[src/tmc_pkg.sv]
/*
  tmc_pkg: register indices, byte addresses, field positions, reset
  values and cycle counts for the 8-bit timer/counter with its shared
  prescaler.
  Assumes a 32-bit APB slave where each register takes one aligned
  word. The byte address of a register is four times its index.
*/
package tmc_pkg;

  // register indices, as printed, and their byte addresses
  localparam logic [7:0]  IDX_COUNT_VALUE   = 8'h01;
  localparam logic [7:0]  IDX_INT_CONTROL   = 8'h0B;
  localparam logic [7:0]  IDX_OPTION_CONFIG = 8'h81;
  localparam logic [7:0]  IDX_PORT_A_DIR    = 8'h85;
  localparam logic [7:0]  IDX_IRQ_STATUS    = 8'h90;
  localparam logic [7:0]  IDX_IRQ_CLEAR     = 8'h91;
  localparam logic [7:0]  IDX_IRQ_ENABLE    = 8'h92;

  localparam int          ADDR_W = 12;
  localparam logic [11:0] ADDR_COUNT_VALUE   = {2'h0, IDX_COUNT_VALUE, 2'h0};
  localparam logic [11:0] ADDR_INT_CONTROL   = {2'h0, IDX_INT_CONTROL, 2'h0};
  localparam logic [11:0] ADDR_OPTION_CONFIG = {2'h0, IDX_OPTION_CONFIG,
                                                2'h0};
  localparam logic [11:0] ADDR_PORT_A_DIR    = {2'h0, IDX_PORT_A_DIR, 2'h0};
  localparam logic [11:0] ADDR_IRQ_STATUS    = {2'h0, IDX_IRQ_STATUS, 2'h0};
  localparam logic [11:0] ADDR_IRQ_CLEAR     = {2'h0, IDX_IRQ_CLEAR, 2'h0};
  localparam logic [11:0] ADDR_IRQ_ENABLE    = {2'h0, IDX_IRQ_ENABLE, 2'h0};

  // option_config fields
  localparam int          CLK_SRC_BIT   = 5;
  localparam int          EDGE_SEL_BIT  = 4;
  localparam int          PSA_BIT       = 3;
  localparam int          RATIO_LSB     = 0;
  localparam int          RATIO_W       = 3;

  // interrupt_control fields
  localparam int          OVF_FLAG_BIT  = 2;
  localparam int          OVF_IE_BIT    = 5;

  // sticky status / enable / clear layout
  localparam int          IRQ_W         = 2;
  localparam int          IRQ_OVF_BIT   = 0;
  localparam int          IRQ_WDT_BIT   = 1;

  // values after reset
  localparam logic [7:0]  RST_COUNT_VALUE   = 8'h00;
  localparam logic [7:0]  RST_INT_CONTROL   = 8'h00;
  localparam logic [7:0]  RST_OPTION_CONFIG = 8'hFF;
  localparam logic [7:0]  RST_PORT_A_DIR    = 8'hFF;
  localparam logic [1:0]  RST_IRQ           = 2'h0;

  // counts
  localparam logic [7:0]  COUNT_ALL_ONES    = 8'hFF;
  localparam logic [1:0]  INHIBIT_INSTR     = 2'h2;  // instruction cycles
  localparam int          INSTR_DIV_DEF     = 4;     // pclk per instruction

endpackage

[src/tmc_timer.sv]
/*
  tmc_timer: 8-bit timer/counter with a shared 8-bit prescaler that
  serves either the counter or the watchdog postscaler, an overflow
  flag with mask, and a sticky status/enable/clear interrupt group,
  all behind an APB slave.
  Assumes sleep_mode, watchdog_clear_instr and watchdog_osc_tick come
  from logic on pclk; external_count_input is an asynchronous pin.
*/
`timescale 1ns/10ps

// What this block does
// - clock select zero counts instruction cycles
// - count write blocks counting two instruction cycles
// - clock select one counts pin, edge selectable
// - count pin synchronised before counting
// - one prescaler, counter or watchdog, exclusive
// - prescaler value never readable nor loadable
// - assign zero: counter ratios 1:2 to 1:256
// - assign one: watchdog ratios 1:1 to 1:128
// - count write clears prescaler when counter-assigned
// - watchdog clear clears prescaler when watchdog-assigned
// - assignment may change any time, nothing halts
// - wrap FFh to 00h sets overflow flag
// - overflow request only when enable bit set
// - counter stops during sleep
module tmc_timer
#(
  parameter int INSTR_DIV = tmc_pkg::INSTR_DIV_DEF  // pclk per instruction
)
(
  input  wire logic                       pclk,
  input  wire logic                       presetn,
  input  wire logic                       psel,
  input  wire logic                       penable,
  input  wire logic                       pwrite,
  input  wire logic [tmc_pkg::ADDR_W-1:0] paddr,
  input  wire logic [31:0]                pwdata,
  output logic      [31:0]                prdata,
  output logic                            pready,
  output logic                            pslverr,
  input  wire logic                       external_count_input,
  input  wire logic                       sleep_mode,
  input  wire logic                       watchdog_clear_instr,
  input  wire logic                       watchdog_osc_tick,
  output logic                            watchdog_post_tick,
  output logic                            overflow_irq,
  output logic                            irq
);
  import tmc_pkg::*;

  // registers seen by software
  logic [7:0]       count_value_reg;        // the counter itself
  logic [7:0]       int_control_reg;        // flag, enable, other bits
  logic [7:0]       option_config_reg;      // source, edge, assign, ratio
  logic [7:0]       port_a_dir_reg;         // stored direction bits
  logic [IRQ_W-1:0] irq_status_reg;         // sticky events
  logic [IRQ_W-1:0] irq_enable_reg;         // event mask

  // hidden prescaler and timing state
  logic [7:0]       presc_reg;              // shared prescaler count
  logic [1:0]       inhib_reg;              // instruction cycles left
  logic [7:0]       icyc_reg;               // pclk within instruction
  logic             ext_s1_reg;             // pin sync, first stage
  logic             ext_s2_reg;             // pin sync, second stage
  logic             ext_s3_reg;             // previous synced level

  // apb answer flops and registered outputs
  logic [31:0]      prdata_reg;
  logic             pready_reg;
  logic             pslverr_reg;
  logic             wdt_post_reg;
  logic             ovf_irq_reg;
  logic             irq_reg;
  // decoded fields
  logic             clock_source_select;
  logic             count_edge_select;
  logic             prescaler_assign;
  logic [2:0]       prescale_ratio;

  assign clock_source_select = option_config_reg[CLK_SRC_BIT];
  assign count_edge_select   = option_config_reg[EDGE_SEL_BIT];
  assign prescaler_assign    = option_config_reg[PSA_BIT];
  assign prescale_ratio      = option_config_reg[RATIO_LSB +: RATIO_W];
  // mask of prescaler bits that must be all ones for one output tick
  function automatic logic [7:0] ratio_mask(input logic [3:0] log2n);
    logic [8:0] one_hot;
    one_hot    = 9'h001 << log2n;
    ratio_mask = 8'(one_hot - 9'h001);
  endfunction

  // apb strobes: a transfer completes where pready is seen high
  logic       apb_done;
  logic       apb_wr;
  logic       cnt_wr;       // software writes the count
  logic       ictl_wr;      // software writes interrupt_control
  logic [7:0] wbyte;        // low byte of write data
  assign apb_done = psel & penable & pready_reg;
  assign apb_wr   = apb_done & pwrite;
  assign cnt_wr   = apb_wr & (paddr == ADDR_COUNT_VALUE);
  assign ictl_wr  = apb_wr & (paddr == ADDR_INT_CONTROL);
  assign wbyte    = pwdata[7:0];

  // instruction cycle strobe, one pclk in INSTR_DIV
  logic instr_stb;
  assign instr_stb = (icyc_reg == 8'(INSTR_DIV - 1));

  always_ff @(posedge pclk or negedge presetn)
  begin
    if (!presetn)
      icyc_reg <= 8'h00;
    else if (instr_stb)
      icyc_reg <= 8'h00;
    else
      icyc_reg <= icyc_reg + 8'h01;
  end

  // two-flop pin synchroniser plus a history flop for edge finding
  always_ff @(posedge pclk or negedge presetn)
  begin
    if (!presetn)
    begin
      ext_s1_reg <= 1'b0;
      ext_s2_reg <= 1'b0;
      ext_s3_reg <= 1'b0;
    end
    else
    begin
      ext_s1_reg <= external_count_input;
      ext_s2_reg <= ext_s1_reg;
      ext_s3_reg <= ext_s2_reg;
    end
  end

  // chosen edge of the synchronised pin
  logic ext_edge;
  assign ext_edge = count_edge_select ? (ext_s3_reg & ~ext_s2_reg)
                                      : (~ext_s3_reg & ext_s2_reg);

  // source tick: instruction cycle or pin edge, none while asleep
  logic src_tick;
  logic allowed;
  assign src_tick = ~sleep_mode &
                    (clock_source_select ? ext_edge
                                         : instr_stb);
  assign allowed  = src_tick & (inhib_reg == 2'h0);

  // counter tick after optional prescaling
  logic [7:0] cnt_mask;
  logic [7:0] wdt_mask;
  logic       cnt_tick;
  logic       wdt_hit;
  assign cnt_mask = ratio_mask({1'b0, prescale_ratio} + 4'h1);
  assign wdt_mask = ratio_mask({1'b0, prescale_ratio});
  // counter-assigned: every 2^(ratio+1) ticks; else every tick
  assign cnt_tick = allowed &
                    (prescaler_assign |
                     ((presc_reg & cnt_mask) == cnt_mask));
  assign wdt_hit  = watchdog_osc_tick &
                    ((presc_reg & wdt_mask) == wdt_mask);

  // inhibit window after a count write, in instruction cycles
  always_ff @(posedge pclk or negedge presetn)
  begin
    if (!presetn)
      inhib_reg <= 2'h0;
    else if (cnt_wr)
      inhib_reg <= INHIBIT_INSTR;
    else if (instr_stb && inhib_reg != 2'h0)
      inhib_reg <= inhib_reg - 2'h1;
  end

  // the single prescaler, owned by one side at a time; switching the
  // owner does not clear or stop it, so neither side halts
  always_ff @(posedge pclk or negedge presetn)
  begin
    if (!presetn)
      presc_reg <= 8'h00;
    else if (!prescaler_assign)
    begin
      if (cnt_wr)
        presc_reg <= 8'h00;
      else if (allowed)
        presc_reg <= presc_reg + 8'h01;
    end
    else
    begin
      if (watchdog_clear_instr)
        presc_reg <= 8'h00;
      else if (watchdog_osc_tick)
        presc_reg <= presc_reg + 8'h01;
    end
  end

  // watchdog postscaler output, one pulse per selected ratio
  always_ff @(posedge pclk or negedge presetn)
  begin
    if (!presetn)
      wdt_post_reg <= 1'b0;
    else
      wdt_post_reg <= prescaler_assign & wdt_hit &
                      ~watchdog_clear_instr;
  end

  // the count: software write wins over an increment
  always_ff @(posedge pclk or negedge presetn)
  begin
    if (!presetn)
      count_value_reg <= RST_COUNT_VALUE;
    else if (cnt_wr)
      count_value_reg <= wbyte;
    else if (cnt_tick)
      count_value_reg <= count_value_reg + 8'h01;
  end

  // overflow on the wrap from all ones
  logic ovf_evt;
  assign ovf_evt = cnt_tick & ~cnt_wr &
                   (count_value_reg == COUNT_ALL_ONES);

  // interrupt_control: overflow set wins over a software clear
  always_ff @(posedge pclk or negedge presetn)
  begin
    if (!presetn)
      int_control_reg <= RST_INT_CONTROL;
    else
    begin
      if (ictl_wr)
        int_control_reg <= wbyte;
      if (ovf_evt)
        int_control_reg[OVF_FLAG_BIT] <= 1'b1;
    end
  end

  // option and port direction registers
  always_ff @(posedge pclk or negedge presetn)
  begin
    if (!presetn)
    begin
      option_config_reg <= RST_OPTION_CONFIG;
      port_a_dir_reg    <= RST_PORT_A_DIR;
    end
    else if (apb_wr)
    begin
      // owner change takes effect at once
      if (paddr == ADDR_OPTION_CONFIG)
        option_config_reg <= wbyte;
      else if (paddr == ADDR_PORT_A_DIR)
        port_a_dir_reg <= wbyte;
    end
  end

  // sticky status, enable, write-one-to-clear; set wins over clear
  logic [IRQ_W-1:0] irq_evt;
  logic [IRQ_W-1:0] irq_clr;
  assign irq_evt[IRQ_OVF_BIT] = ovf_evt;
  assign irq_evt[IRQ_WDT_BIT] = prescaler_assign & wdt_hit &
                                ~watchdog_clear_instr;
  assign irq_clr = (apb_wr && paddr == ADDR_IRQ_CLEAR) ?
                   pwdata[IRQ_W-1:0] : '0;

  always_ff @(posedge pclk or negedge presetn)
  begin
    if (!presetn)
      irq_status_reg <= RST_IRQ;
    else
      irq_status_reg <= (irq_status_reg & ~irq_clr) | irq_evt;
  end

  always_ff @(posedge pclk or negedge presetn)
  begin
    if (!presetn)
      irq_enable_reg <= RST_IRQ;
    else if (apb_wr && paddr == ADDR_IRQ_ENABLE)
      irq_enable_reg <= pwdata[IRQ_W-1:0];
  end

  // interrupt outputs, registered
  always_ff @(posedge pclk or negedge presetn)
  begin
    if (!presetn)
    begin
      ovf_irq_reg <= 1'b0;
      irq_reg     <= 1'b0;
    end
    else
    begin
      ovf_irq_reg <= int_control_reg[OVF_FLAG_BIT] &
                     int_control_reg[OVF_IE_BIT];
      irq_reg     <= |(irq_status_reg & irq_enable_reg);
    end
  end

  // read mux; the prescaler has no address
  logic [31:0] rd_mux;
  logic        rd_hit;
  always_comb
  begin
    rd_mux = 32'h0000_0000;
    rd_hit = 1'b1;
    if (paddr == ADDR_COUNT_VALUE)
      rd_mux[7:0] = count_value_reg;
    else if (paddr == ADDR_INT_CONTROL)
      rd_mux[7:0] = int_control_reg;
    else if (paddr == ADDR_OPTION_CONFIG)
      rd_mux[7:0] = option_config_reg;
    else if (paddr == ADDR_PORT_A_DIR)
      rd_mux[7:0] = port_a_dir_reg;
    else if (paddr == ADDR_IRQ_STATUS)
      rd_mux[IRQ_W-1:0] = irq_status_reg;
    else if (paddr == ADDR_IRQ_CLEAR)
      rd_mux = 32'h0000_0000;                          // write-only
    else if (paddr == ADDR_IRQ_ENABLE)
      rd_mux[IRQ_W-1:0] = irq_enable_reg;
    else
      rd_hit = 1'b0;
  end

  // apb slave: ready one cycle into the access phase
  always_ff @(posedge pclk or negedge presetn)
  begin
    if (!presetn)
    begin
      pready_reg  <= 1'b0;
      pslverr_reg <= 1'b0;
      prdata_reg  <= 32'h0000_0000;
    end
    else if (psel && penable && !pready_reg)
    begin
      pready_reg  <= 1'b1;
      pslverr_reg <= ~rd_hit;
      prdata_reg  <= pwrite ? 32'h0000_0000 : rd_mux;
    end
    else
    begin
      pready_reg  <= 1'b0;
      pslverr_reg <= 1'b0;
      prdata_reg  <= 32'h0000_0000;
    end
  end

  assign prdata             = prdata_reg;
  assign pready             = pready_reg;
  assign pslverr            = pslverr_reg;
  assign watchdog_post_tick = wdt_post_reg;
  assign overflow_irq       = ovf_irq_reg;
  assign irq                = irq_reg;

  // checks next to the logic
  a_inhibit_hold: assert property (@(posedge pclk) disable iff (!presetn)
    (inhib_reg != 2'h0 && !cnt_wr) |=>
      count_value_reg == $past(count_value_reg))
    else $error("count moved inside write inhibit");
  a_timer_step: assert property (@(posedge pclk) disable iff (!presetn)
    (!clock_source_select && prescaler_assign && instr_stb &&
     !sleep_mode && inhib_reg == 2'h0 && !cnt_wr) |=>
      count_value_reg == $past(count_value_reg) + 8'h01)
    else $error("timer mode did not step");
  a_pin_edge: assert property (@(posedge pclk) disable iff (!presetn)
    (clock_source_select && prescaler_assign && !sleep_mode &&
     inhib_reg == 2'h0 && !cnt_wr && ext_edge) |=>
      count_value_reg == $past(count_value_reg) + 8'h01)
    else $error("pin edge not counted");
  // a pin edge must not reach the count before it has been synchronised
  a_sync_edge: assert property (@(posedge pclk) disable iff (!presetn)
    ($rose(external_count_input) && clock_source_select &&
     !count_edge_select && !cnt_wr) |=> $stable(count_value_reg))
    else $error("pin edge counted before sync");
  a_presc_ratio: assert property (@(posedge pclk) disable iff (!presetn)
    (cnt_tick && !prescaler_assign) |->
      (presc_reg & cnt_mask) == cnt_mask)
    else $error("counter ticked off ratio");
  a_wdt_ratio: assert property (@(posedge pclk) disable iff (!presetn)
    (prescaler_assign && wdt_hit && !watchdog_clear_instr) |=>
      watchdog_post_tick ##1 (!watchdog_post_tick || $past(wdt_hit)))
    else $error("watchdog postscale pulse wrong");
  a_cnt_clear: assert property (@(posedge pclk) disable iff (!presetn)
    (cnt_wr && !prescaler_assign) |=> presc_reg == 8'h00)
    else $error("count write kept prescaler");
  a_wdt_clear: assert property (@(posedge pclk) disable iff (!presetn)
    (watchdog_clear_instr && prescaler_assign) |=>
      presc_reg == 8'h00)
    else $error("watchdog clear kept prescaler");
  a_ovf_flag: assert property (@(posedge pclk) disable iff (!presetn)
    (cnt_tick && !cnt_wr && count_value_reg == COUNT_ALL_ONES) |=>
      int_control_reg[OVF_FLAG_BIT] && count_value_reg == 8'h00)
    else $error("wrap did not set flag");
  a_ovf_mask: assert property (@(posedge pclk) disable iff (!presetn)
    overflow_irq |-> $past(int_control_reg[OVF_IE_BIT]) &&
      $past(int_control_reg[OVF_FLAG_BIT]))
    else $error("overflow request while masked");
  a_sleep_stop: assert property (@(posedge pclk) disable iff (!presetn)
    (sleep_mode && !cnt_wr) |=>
      count_value_reg == $past(count_value_reg))
    else $error("counter ran in sleep");

endmodule

[config.mk]
export PLATFORM = sky130hd
export DESIGN_NAME = tmc_timer
export DESIGN_NICKNAME = d
export VERILOG_FILES = /design/src/tmc_pkg.sv /design/src/tmc_timer.sv
export SDC_FILE = /design/constraint.sdc
export NUM_CORES = 1
export LEC_CHECK = 0
export CAP_MARGIN = 0
export CELL_PAD_IN_SITES_DETAIL_PLACEMENT = 1
export CELL_PAD_IN_SITES_GLOBAL_PLACEMENT = 1
export CORE_MARGIN = 2
export CORE_UTILIZATION = 50
export CTS_BUF_LIST = sky130_fd_sc_hd__clkbuf_4
export CTS_CLUSTER_SIZE = 12
export DETAILED_ROUTE_END_ITERATION = 10
export DONT_BUFFER_PORTS = 1
export PLACE_DENSITY = 0.81
export SYNTH_ARGS = -nofsm -noshare
export SYNTH_HDL_FRONTEND = slang
export SYNTH_SLANG_ARGS = --single-unit
[constraint.sdc]
create_clock -name pclk -period 4.55 [get_ports pclk]
set_clock_uncertainty 0.05 [all_clocks]
set_input_delay 1.365 -clock pclk [delete_from_list [all_inputs] [get_ports pclk]]
set_output_delay 1.365 -clock pclk [all_outputs]
set_load 0.005 [all_outputs]
==> out/results.ini, run 1 <==
[status]
status=complete, no violations

[final_layout]
fin_util_pct=54.7
fin_nets=478
drive_gt1_share_pct=18.0
fillers=909
diodes=0
syn_to_final_growth_pct=5.01
layout.cells.non_filler=524
post-route-cell-area_mm2=0.00425

[synthesis]
synth-xor-area-share_pct=2.16
ys_ff_latch=70
synthAdderAreaFrac_pct=2.47
ys_top_cells_by_count=54 x dfrtp_1, 45 x nand2_1, 24 x buf_4
synth_top_area_share_pct=33.4
yosysMostFrequentCell=dfrtp_1
synth_compound_area_share_pct=14.4
async_reset_ff_share_pct=100
muxShareOfSynthArea_pct=7.36
synthSimpleGateAreaFrac_pct=21.7
synthFlopType=dfrtp_1
ys_seq_area_share_pct=43.8
synth_area_leaders=dfrtp_1 33%, dfstp_2 10%, mux2_2 6.1%
syn_avg_cell_area_um2=9.75
ys_types=64
synth_largest_area_cell=dfrtp_1
netlist_instances=415
ys_warn_count=0
syn_area_mm2=0.00405
synth_top_family_by_area=simple AND/OR/NAND/NOR gates
synth_edf_count=0

[critical_path]
max_stage_delay_ns=0.73
critPathRequiredTime_ns=4.82
critPathKind=flop to flop
cp_max_fo=16
crit_path_cell_trace=nand2_1, inv_1, ha_1, nand4b_1, ha_1, or4b_1, nor2b_1, a311o_1, a41oi_1, buf_4, nand2_1, o221a_2
end_kind=flop
start_kind=flop
critPathArrivalTime_ns=4.10
cp_slowest_cell=dfstp_2

[floorplan]
die_w_um=94.0
num_rows=32
die-area_mm2=0.00883
pin_count=90
initial_core_util_pct=52.1
die_y_um=94.0
core_area_mm2=0.00777

[timing]
fin_crit_ns=3.83
finalCritPeriodShare_pct=84.2
drv_slew=0
hold_viol_final=0
max_freq_ghz=0.261
relSlewSlack_pct=45.6
setup_viol=0
fin_setup_tns_ns=0
rsz0062_at_grt=no
tightest_slew_ns=0.813

[pwr]
p_total_mw=1.32
internal_power_uw=979
p_leak_nw=1.80
pwr-share-clk_pct=39.9
power_frac_comb_pct=7.7
power_frac_seq_pct=52.4
switchingPower_uw=338
powerDensity_mw_per_mm2=310
swShare_pct=25.7
max-vdd-ir-drop_mv=0.231

[route]
drt_iter0_markers=156
totalWireLength_um=9990
vias=3153
via_per_inst=6.02
ant_nets=0
wire_per_inst_um=19.1
drc_errors=0
dr.pass1.iters=4

[flow_run]
maxCapViolations=0

[cts]
worstSkewPairLatency_ns=0.42
clk_root_buffer_cell=clkbuf_4
cts_buffers=9
ctsLongestPathBuffers=2
clk_pin_slew_ns=0.13
cts_tree=done
cts_max_level=3
cts_setup_buffers=0
hold_buffers=0
ctsResizeCount=0
clkSinkCount=70

[global_route]
grt_pass1_wl_um=17000
grt_pass1_vias=3338
overflow=0
grt_antenna_before_repair=0
grt_usage_pct=25.0
grt_max_degree=71

[place]
place_congestion=0.814
place_area_mm2=0.00406
port_buffers=0
numPlacedInstances=508
hpwlAfterDp_um=7020

[hold_path]
hp-class=flop to flop

[critical path: cells and delay by family, from the launching register on]
kind / cells / cell delay, ns
compound gates: 3 / 0.79
fa+ha+maj: 2 / 0.66
buf+inv: 2 / 0.38
flops: 1 / 0.73
simple gates: 5 / 1.12
[logic make-up (layout without fill, tap and decap cells)]
logic type / count (synthesis) / count (layout)
AND/OR/NAND/NOR: 158 / 158
multiplexers: 27 / 27
other: 1 / 24
XOR/XNOR: 10 / 10
flip-flops: 70 / 70
AO/OA/AOI/OAI: 84 / 84
buffers and inverters: 57 / 41
adder cells (fa/ha/maj): 8 / 8
[through the flow]
step | setup WS (ns) | hold slack (ns)
after floorplan | 0.901 | 0.281
after CTS | 0.748 | 0.316
after global routing | 0.451 | 0.341
after global placement | 0.899 | 0.294
after detailed placement | 0.777 | 0.287
final | 0.718 | 0.308
[per-layer routing]
layer  GRT usage (%)  share of wire (%)  up-vias
met4            8.94                2.0        0
met2            40.1                 49       70
met5               0                  0        -
li1                -                  -     1468
met3            5.46                5.0       20
met1            33.5                 44     1595
[power groups by stage]
stage | Clock, mW | Sequential, mW | Combinational, mW
floorplan | 0 | 0.687 | 0.0960
global placement | 0 | 0.697 | 0.0910
detailed placement | 0 | 0.700 | 0.0983
CTS | 0.533 | 0.689 | 0.102
global route | 0.559 | 0.695 | 0.119
finish | 0.525 | 0.690 | 0.101
[final cells by class]
| type | instances | area, um^2 | area share, % |
|---|---|---|---|
| Tap cell | 102 | 128 | 3.00 |
| Clock inverter | 7 | 121 | 2.86 |
| Timing Repair Buffer | 8 | 60.1 | 1.41 |
| Clock buffer | 9 | 67.6 | 1.59 |
| Inverter | 17 | 63.8 | 1.50 |
| Multi-Input combinational cell | 311 | 2040 | 48.0 |
| Sequential cell | 70 | 1770 | 41.7 |
[final timing paths]
check	from	cells past startpoint	slack, ns	endpoint
hold reg to reg	ext_s1_reg	0	0.31	ext_s2_reg
hold / removal	ext_s1_reg	0	0.31	ext_s2_reg
setup / recovery	option_config_reg[1]	12	0.72	count_value_reg[1]
min in group asynchronous	presetn	0	0.56	irq_enable_reg[1]
setup reg to reg	option_config_reg[1]	12	0.72	count_value_reg[1]
max in group asynchronous	presetn	0	3.64	option_config_reg[4]
[cells in the final DEF (no fill, tap or decap), drive strengths merged, types with 7 or more instances in the layout]
cell type / netlist / layout
dfrtp: 54 / 54
nand2b: 11 / 11
nand2: 45 / 45
nor3: 12 / 12
xnor2: 7 / 7
or4: 8 / 8
mux2: 22 / 22
nor2: 15 / 15
buf: 31 / 8
a21oi: 13 / 13
clkbuf: 9 / 9
inv: 17 / 18
conb: 1 / 24
dfstp: 16 / 16
a22oi: 7 / 7
ha: 8 / 8
a31oi: 9 / 9
nand3: 16 / 16
or3: 13 / 13
o21ai: 21 / 21
No activity file was read; power rests on OpenSTA's default activity.
==> run 2, diff against run 1 <==
--- a/config.mk
+++ b/config.mk
@@ -9,12 +9,12 @@
 export CELL_PAD_IN_SITES_DETAIL_PLACEMENT = 1
 export CELL_PAD_IN_SITES_GLOBAL_PLACEMENT = 1
 export CORE_MARGIN = 2
-export CORE_UTILIZATION = 50
+export CORE_UTILIZATION = 45
 export CTS_BUF_LIST = sky130_fd_sc_hd__clkbuf_4
 export CTS_CLUSTER_SIZE = 12
 export DETAILED_ROUTE_END_ITERATION = 10
 export DONT_BUFFER_PORTS = 1
-export PLACE_DENSITY = 0.81
+export PLACE_DENSITY = 0.77
 export SYNTH_ARGS = -nofsm -noshare
 export SYNTH_HDL_FRONTEND = slang
 export SYNTH_SLANG_ARGS = --single-unit
==> constraint.sdc (replaced) <==
create_clock -name pclk -period 3.1 [get_ports pclk]
set_clock_uncertainty 0.05 [all_clocks]
set_input_delay 0.93 -clock pclk [delete_from_list [all_inputs] [get_ports pclk]]
set_output_delay 0.93 -clock pclk [all_outputs]
set_load 0.005 [all_outputs]
==> run 2 against run 1 <==
  * The run now ends with setup timing left
  * Routed wire length is 7.1% higher
  * Critical path depth decreased by 1
  * Register-to-register slack lost 0.77 ns
  * Cell count increased by 5.3%
  * Non-clock buffer count is 22 higher
  * Global-route usage down 3.2 points
  * Setup slack worse by 0.77 ns
  * Fmax is 22% higher
  * Critical path type unchanged
  * Largest power group unchanged
==> out/results.ini, run 2 (synthesized netlist as in run 1, its figures left out) <==
[critical_path]
critPathTopFamily=compound AO/OA/AOI/OAI gates
critPathRequiredTime_ns=3.39  ; -1.43 ns
rrSetupSlack_ns=-0.05  ; -0.77 ns
max_stage_delay_ns=0.58  ; -0.15 ns
start_kind=flop
critPathBufInv=3  ; +1
critPathArrivalTime_ns=3.44  ; -0.66 ns
cp_slowest_cell=dfstp_2
end_kind=flop
cp_max_fo=8  ; -8
critPathKind=flop to flop
crit_path_cell_trace=inv_4, ha_4, nand4b_1, ha_2, o32ai_2, a2111oi_4, a41oi_2, buf_6, buf_4, or4_4, a31oi_1

[place]
place_congestion=0.910  ; +12%
pre_cts_slack_ns=-0.0450  ; -0.822 ns
hpwlAfterDp_um=7450  ; +6.2%
port_buffers=0  ; unchanged

[cts]
worstSkewPairLatency_ns=0.41  ; about the same
clkSinkCount=70  ; unchanged
cts_buffers=9  ; unchanged
clk_root_buffer_cell=clkbuf_4
cts_tree=done
ctsLongestPathBuffers=2  ; unchanged
hold_buffers=0  ; unchanged
cts_max_level=3  ; unchanged
clk_pin_slew_ns=0.13  ; about the same

[floorplan]
core_area_mm2=0.00872  ; +12%
die_y_um=98.8  ; +5.2%
die_w_um=98.8  ; +5.2%
initial_core_util_pct=46.4  ; -5.7 points
num_rows=34  ; +6.3%
pin_count=90  ; unchanged
die-area_mm2=0.00977  ; +11%

[pwr]
p_leak_nw=1.90  ; +5.6%
p_total_mw=1.70  ; +29%
powerDensity_mw_per_mm2=382  ; +23%
max-vdd-ir-drop_mv=0.347  ; +51%

[timing]
rsz0062_at_grt=yes
tightest_slew_ns=1.20  ; +0.385 ns
setup_ws_ns=-0.0510  ; -0.769 ns
hold_viol_final=0  ; unchanged
fin_crit_ns=3.15  ; -0.681 ns
setup_viol=4  ; +4
fin_setup_tns_ns=-0.133  ; -0.133 ns
finalCritPeriodShare_pct=102  ; +17 points
drv_slew=0  ; unchanged
max_freq_ghz=0.317  ; +22%
relSlewSlack_pct=19.9  ; -26 points
whs_ns=0.136  ; -0.172 ns

[route]
wl_met1_um=4710  ; +6.6%
drt_iter0_markers=130  ; -17%
totalWireLength_um=10700  ; +7.1%
ant_nets=0  ; unchanged
wl_met3_um=366  ; -26%
wl_met2_um=5490  ; +13%
highest-signal-layer=met4
wire_per_inst_um=19.4  ; +1.6%
drc_errors=0  ; unchanged
vias=3265  ; +3.6%
dr.pass1.iters=4  ; unchanged
via_per_inst=5.91  ; -1.7%

[global_route]
grt_max_degree=71  ; unchanged
overflow=0  ; unchanged
grt_antenna_before_repair=0  ; unchanged
grt_pass1_wl_um=17200  ; +1.1%
grt_usage_pct=21.8  ; -3.2 points
grt_pass1_vias=3359  ; +0.63%

[flow_run]
maxCapViolations=0  ; unchanged

[final_layout]
final_common_cell=dfrtp_1
fin_nets=500  ; +4.6%
diodes=0  ; unchanged
syn_to_final_growth_pct=10.1
fillers=979  ; +7.7%
drive_gt1_share_pct=25.7  ; +7.7 points
final_cell_mix=54 x dfrtp_1, 44 x nand2_1, 27 x buf_4

[status]
violations=setup timing
status=complete, but fails checks

[hold_path]
hp-class=input pin to async pin

==> run 2: cell count changes in the layout (fill, tap and decap cells not counted), moves of 3 or more <==
cell,delta
or4_1,-3
buf_6,+3
or4_4,+3
bufinv_16,-3
buf_4,+19
==> run 2: routing by layer <==
| layer | vias to the layer above | GRT usage (%) |
|---|---|---|
| met5 | - | 0 |
| met4 | 0 | 7.06 |
| met3 | 10 | 4.33 |
| met2 | 70 | 36.6 |
| met1 | 1674 | 28.3 |
| li1 | 1511 | - |
==> run 2: repair_timing <==
item / 4_1_cts / 5_1_grt
endpoints found under the setup margin: 0 / 10
resized for setup: 0 / 19
setup buffers: 0 / 6
==> run 2: area by class of cell <==
type | instances | area, um^2 | share of cell area [%]
Multi-Input combinational cell | 311 | 2130 | 47.7
Clock inverter | 6 | 45.0 | 1.01
Inverter | 17 | 66.3 | 1.49
Tap cell | 108 | 135 | 3.03
Clock buffer | 10 | 75.1 | 1.68
Timing Repair Buffer | 30 | 236 | 5.31
Sequential cell | 70 | 1770 | 39.8
==> run 2: worst paths after layout <==
kind / end / startpoint / cells past startpoint
max in group asynchronous: option_config_reg[3] / presetn / 0
min: irq_enable_reg[1] / presetn / 0
max: count_value_reg[7] / option_config_reg[2] / 11
min in group pclk: ext_s2_reg / ext_s1_reg / 0
max reg2reg: count_value_reg[7] / option_config_reg[2] / 11
min reg2reg: ext_s2_reg / ext_s1_reg / 0
==> run 2: report_power, final <==
group	internal [mW]	total [mW]	switching [mW]
logic	0.0749	0.159	0.0838
registers	0.958	1.01	0.0560
clock network	0.178	0.532	0.354
total	1.21	1.70	0.494
==> run 2: metrics by stage <==
stage / utilization [%] / instances / area, um^2
2_1_floorplan: - / 438 / 4180
3_3_place_gp: 48.3 / 530 / 4210
3_5_place_dp: 48.3 / 530 / 4210
4_1_cts: 49.7 / 546 / 4330
5_1_grt: 51.1 / 552 / 4460
6_report: 51.1 / 552 / 4460
==> run 3, diff against run 2 <==
--- a/config.mk
+++ b/config.mk
@@ -8,7 +8,7 @@
 export CAP_MARGIN = 0
 export CELL_PAD_IN_SITES_DETAIL_PLACEMENT = 1
 export CELL_PAD_IN_SITES_GLOBAL_PLACEMENT = 1
-export CORE_MARGIN = 2
+export CORE_MARGIN = 8
 export CORE_UTILIZATION = 45
 export CTS_BUF_LIST = sky130_fd_sc_hd__clkbuf_4
 export CTS_CLUSTER_SIZE = 12
==> run 3 against run 2 <==
  * Largest power group unchanged
  * Core utilization is 0.69 points lower
  * Non-clock buffer count fell by 2
  * Critical endpoint is now count_value_reg[1]
  * Sequential share of layout area rose by 0.54 points
  * Register-to-register slack better by 0.17 ns
  * Via count down 1.5%
  * The run now ends clean
==> out/results.ini, run 3 (synthesized netlist as in run 1, its figures left out) <==
[status]
status=complete, no violations

[global_route]
grt_antenna_before_repair=0  ; unchanged
grt_max_degree=71  ; unchanged
grt_usage_pct=18.0  ; -3.8 points
grt_pass1_wl_um=18200  ; +6.2%
grt_pass1_vias=3543  ; +5.5%
overflow=0  ; unchanged

[timing]
drv_slew=0  ; unchanged
rsz0062_at_grt=yes
setup_viol=0  ; -4
hold_viol_final=0  ; unchanged
relSlewSlack_pct=23.6  ; +3.7 points
finalCritPeriodShare_pct=96.2  ; -5.5 points
max_freq_ghz=0.335  ; +5.7%
fin_crit_ns=2.98  ; -0.170 ns
tightest_slew_ns=1.14  ; -0.0549 ns

[hold_path]
hp-class=input pin to async pin

[final_layout]
final_common_cell=dfrtp_1
drive_gt1_share_pct=23.1  ; -2.6 points
register_area_mm2=0.00177  ; unchanged
syn_to_final_growth_pct=8.62
final_cell_mix=54 x dfrtp_1, 44 x nand2_1, 28 x buf_4
fillers=999  ; +2.0%
layout.cells.non_filler=550  ; -0.36%
fin_nets=498  ; -0.40%
multi_input_area_mm2=0.00208  ; -2.4%
diodes=0  ; unchanged
post-route-cell-area_mm2=0.00440  ; -1.3%

[route]
wire_per_inst_um=19.2  ; -0.65%
drt_iter0_markers=147  ; +13%
drc_errors=0  ; unchanged
totalWireLength_um=10600  ; -1.0%
via_per_inst=5.85  ; -1.1%
ant_nets=0  ; unchanged
dr.pass1.iters=4  ; unchanged
vias=3216  ; -1.5%

[cts]
clk_pin_slew_ns=0.12  ; about the same
clk_root_buffer_cell=clkbuf_4
cts_tree=done
clkSinkCount=70  ; unchanged
ctsLongestPathBuffers=2  ; unchanged
worstSkewPairLatency_ns=0.43  ; +0.02 ns
cts_buffers=9  ; unchanged
cts_max_level=3  ; unchanged

[floorplan]
core_area_mm2=0.00872  ; unchanged
initial_core_util_pct=46.4  ; unchanged
num_rows=34  ; unchanged
die_w_um=111  ; +12%
die-area_mm2=0.0123  ; +26%
pin_count=90  ; unchanged
die_y_um=111  ; +12%

[critical_path]
cp_max_fo=5  ; -3
r2r_start=option_config_reg[2]
critPathArrivalTime_ns=3.25  ; -0.19 ns
critPathRequiredTime_ns=3.37  ; -0.02 ns
rr_endpoint=count_value_reg[1]
rrSetupSlack_ns=0.12  ; +0.17 ns
end_kind=flop
critPathKind=flop to flop
r2r_cells=11  ; unchanged
start_kind=flop

[pwr]
swShare_pct=26.9  ; -2.1 points
pwr-share-clk_pct=33.7  ; +2.5 points
powerDensity_mw_per_mm2=401  ; +4.7%
p_total_mw=1.76  ; +3.3%
switchingPower_uw=474  ; -4.1%
power_frac_seq_pct=57.4  ; -2.1 points
power_frac_comb_pct=8.9  ; -0.4 points
max-vdd-ir-drop_mv=0.293  ; -16%
p_leak_nw=1.88  ; -1.3%
internal_power_mw=1.29  ; +6.3%

[place]
hpwlAfterDp_um=7830  ; +5.0%
place_congestion=0.826  ; -9.2%
place_area_mm2=0.00420  ; -0.36%
numPlacedInstances=528  ; -0.38%
port_buffers=0  ; unchanged

[flow_run]
maxCapViolations=0  ; unchanged

==> run 3: through the flow <==
step	utilization, %	setup slack (ns)	setup TNS [ns]	hold slack, ns
floorplan	-	-0.0776	-0.0776	0.281
global placement	48.1	0.0143	0	0.298
detailed placement	48.1	-0.0546	-0.225	0.288
CTS	50.0	0.0421	0	0.0807
global route	50.4	-0.0352	-0.0352	0.0832
finish	50.4	0.119	0	0.125
==> run 3: worst max-delay path by stage <==
stage / start / endpoint / slack (ns) / cells after the start
after floorplan: option_config_reg[2] / count_value_reg[1] / -0.08 / 13
after global placement: paddr[8] / presc_reg[5] / 0.01 / 6
after global routing: option_config_reg[2] / count_value_reg[7] / -0.04 / 10
final: option_config_reg[2] / count_value_reg[1] / 0.12 / 11
after detailed placement: paddr[8] / presc_reg[3] / -0.05 / 6
after CTS: option_config_reg[0] / count_value_reg[7] / 0.04 / 11
==> run 3: power groups by stage <==
| stage | Combinational, mW | Sequential [mW] | Clock (mW) |
|---|---|---|---|
| 6_report | 0.157 | 1.01 | 0.593 |
| 5_1_grt | 0.182 | 1.02 | 0.647 |
| 4_1_cts | 0.153 | 1.01 | 0.619 |
| 3_5_place_dp | 0.152 | 1.03 | 0 |
| 3_3_place_gp | 0.137 | 1.02 | 0 |
| 2_1_floorplan | 0.141 | 1.01 | 0 |
==> run 3: layout make-up <==
class / instances / area share (%)
inverters: 17 / 1.51
clock buffers: 10 / 1.71
repair buffers: 28 / 4.78
clock inverters: 6 / 1.42
multi-input cells: 311 / 47.2
well taps: 108 / 3.07
flip-flops and latches: 70 / 40.3
==> run 3: critical path: stages, from the launching register on <==
cell and delay (ns):
dfstp_2 0.57, inv_4 0.05, ha_4 0.28, nand4b_1 0.13, ha_2 0.21, or4b_4 0.48
nor2b_1 0.14, a311o_1 0.30, a41oi_2 0.21, buf_4 0.16, nand2_2 0.05, o221a_4 0.25
==> run 3: repair_timing <==
action	4_1_cts	5_1_grt
cloned	0	0
endpoints found under the setup margin	2	8
pin swaps	3	2
gates resized for setup	0	7
setup buffers	4	2
hold buffers	0	0
==> run 3: per-layer routing <==
metal,up-vias,GRT usage [%],routed length [um]
met2,50,30.2,5460
li1,1513,-,-
met5,-,0,0
met1,1644,21.7,4550
met4,0,5.68,129
met3,9,5.09,442
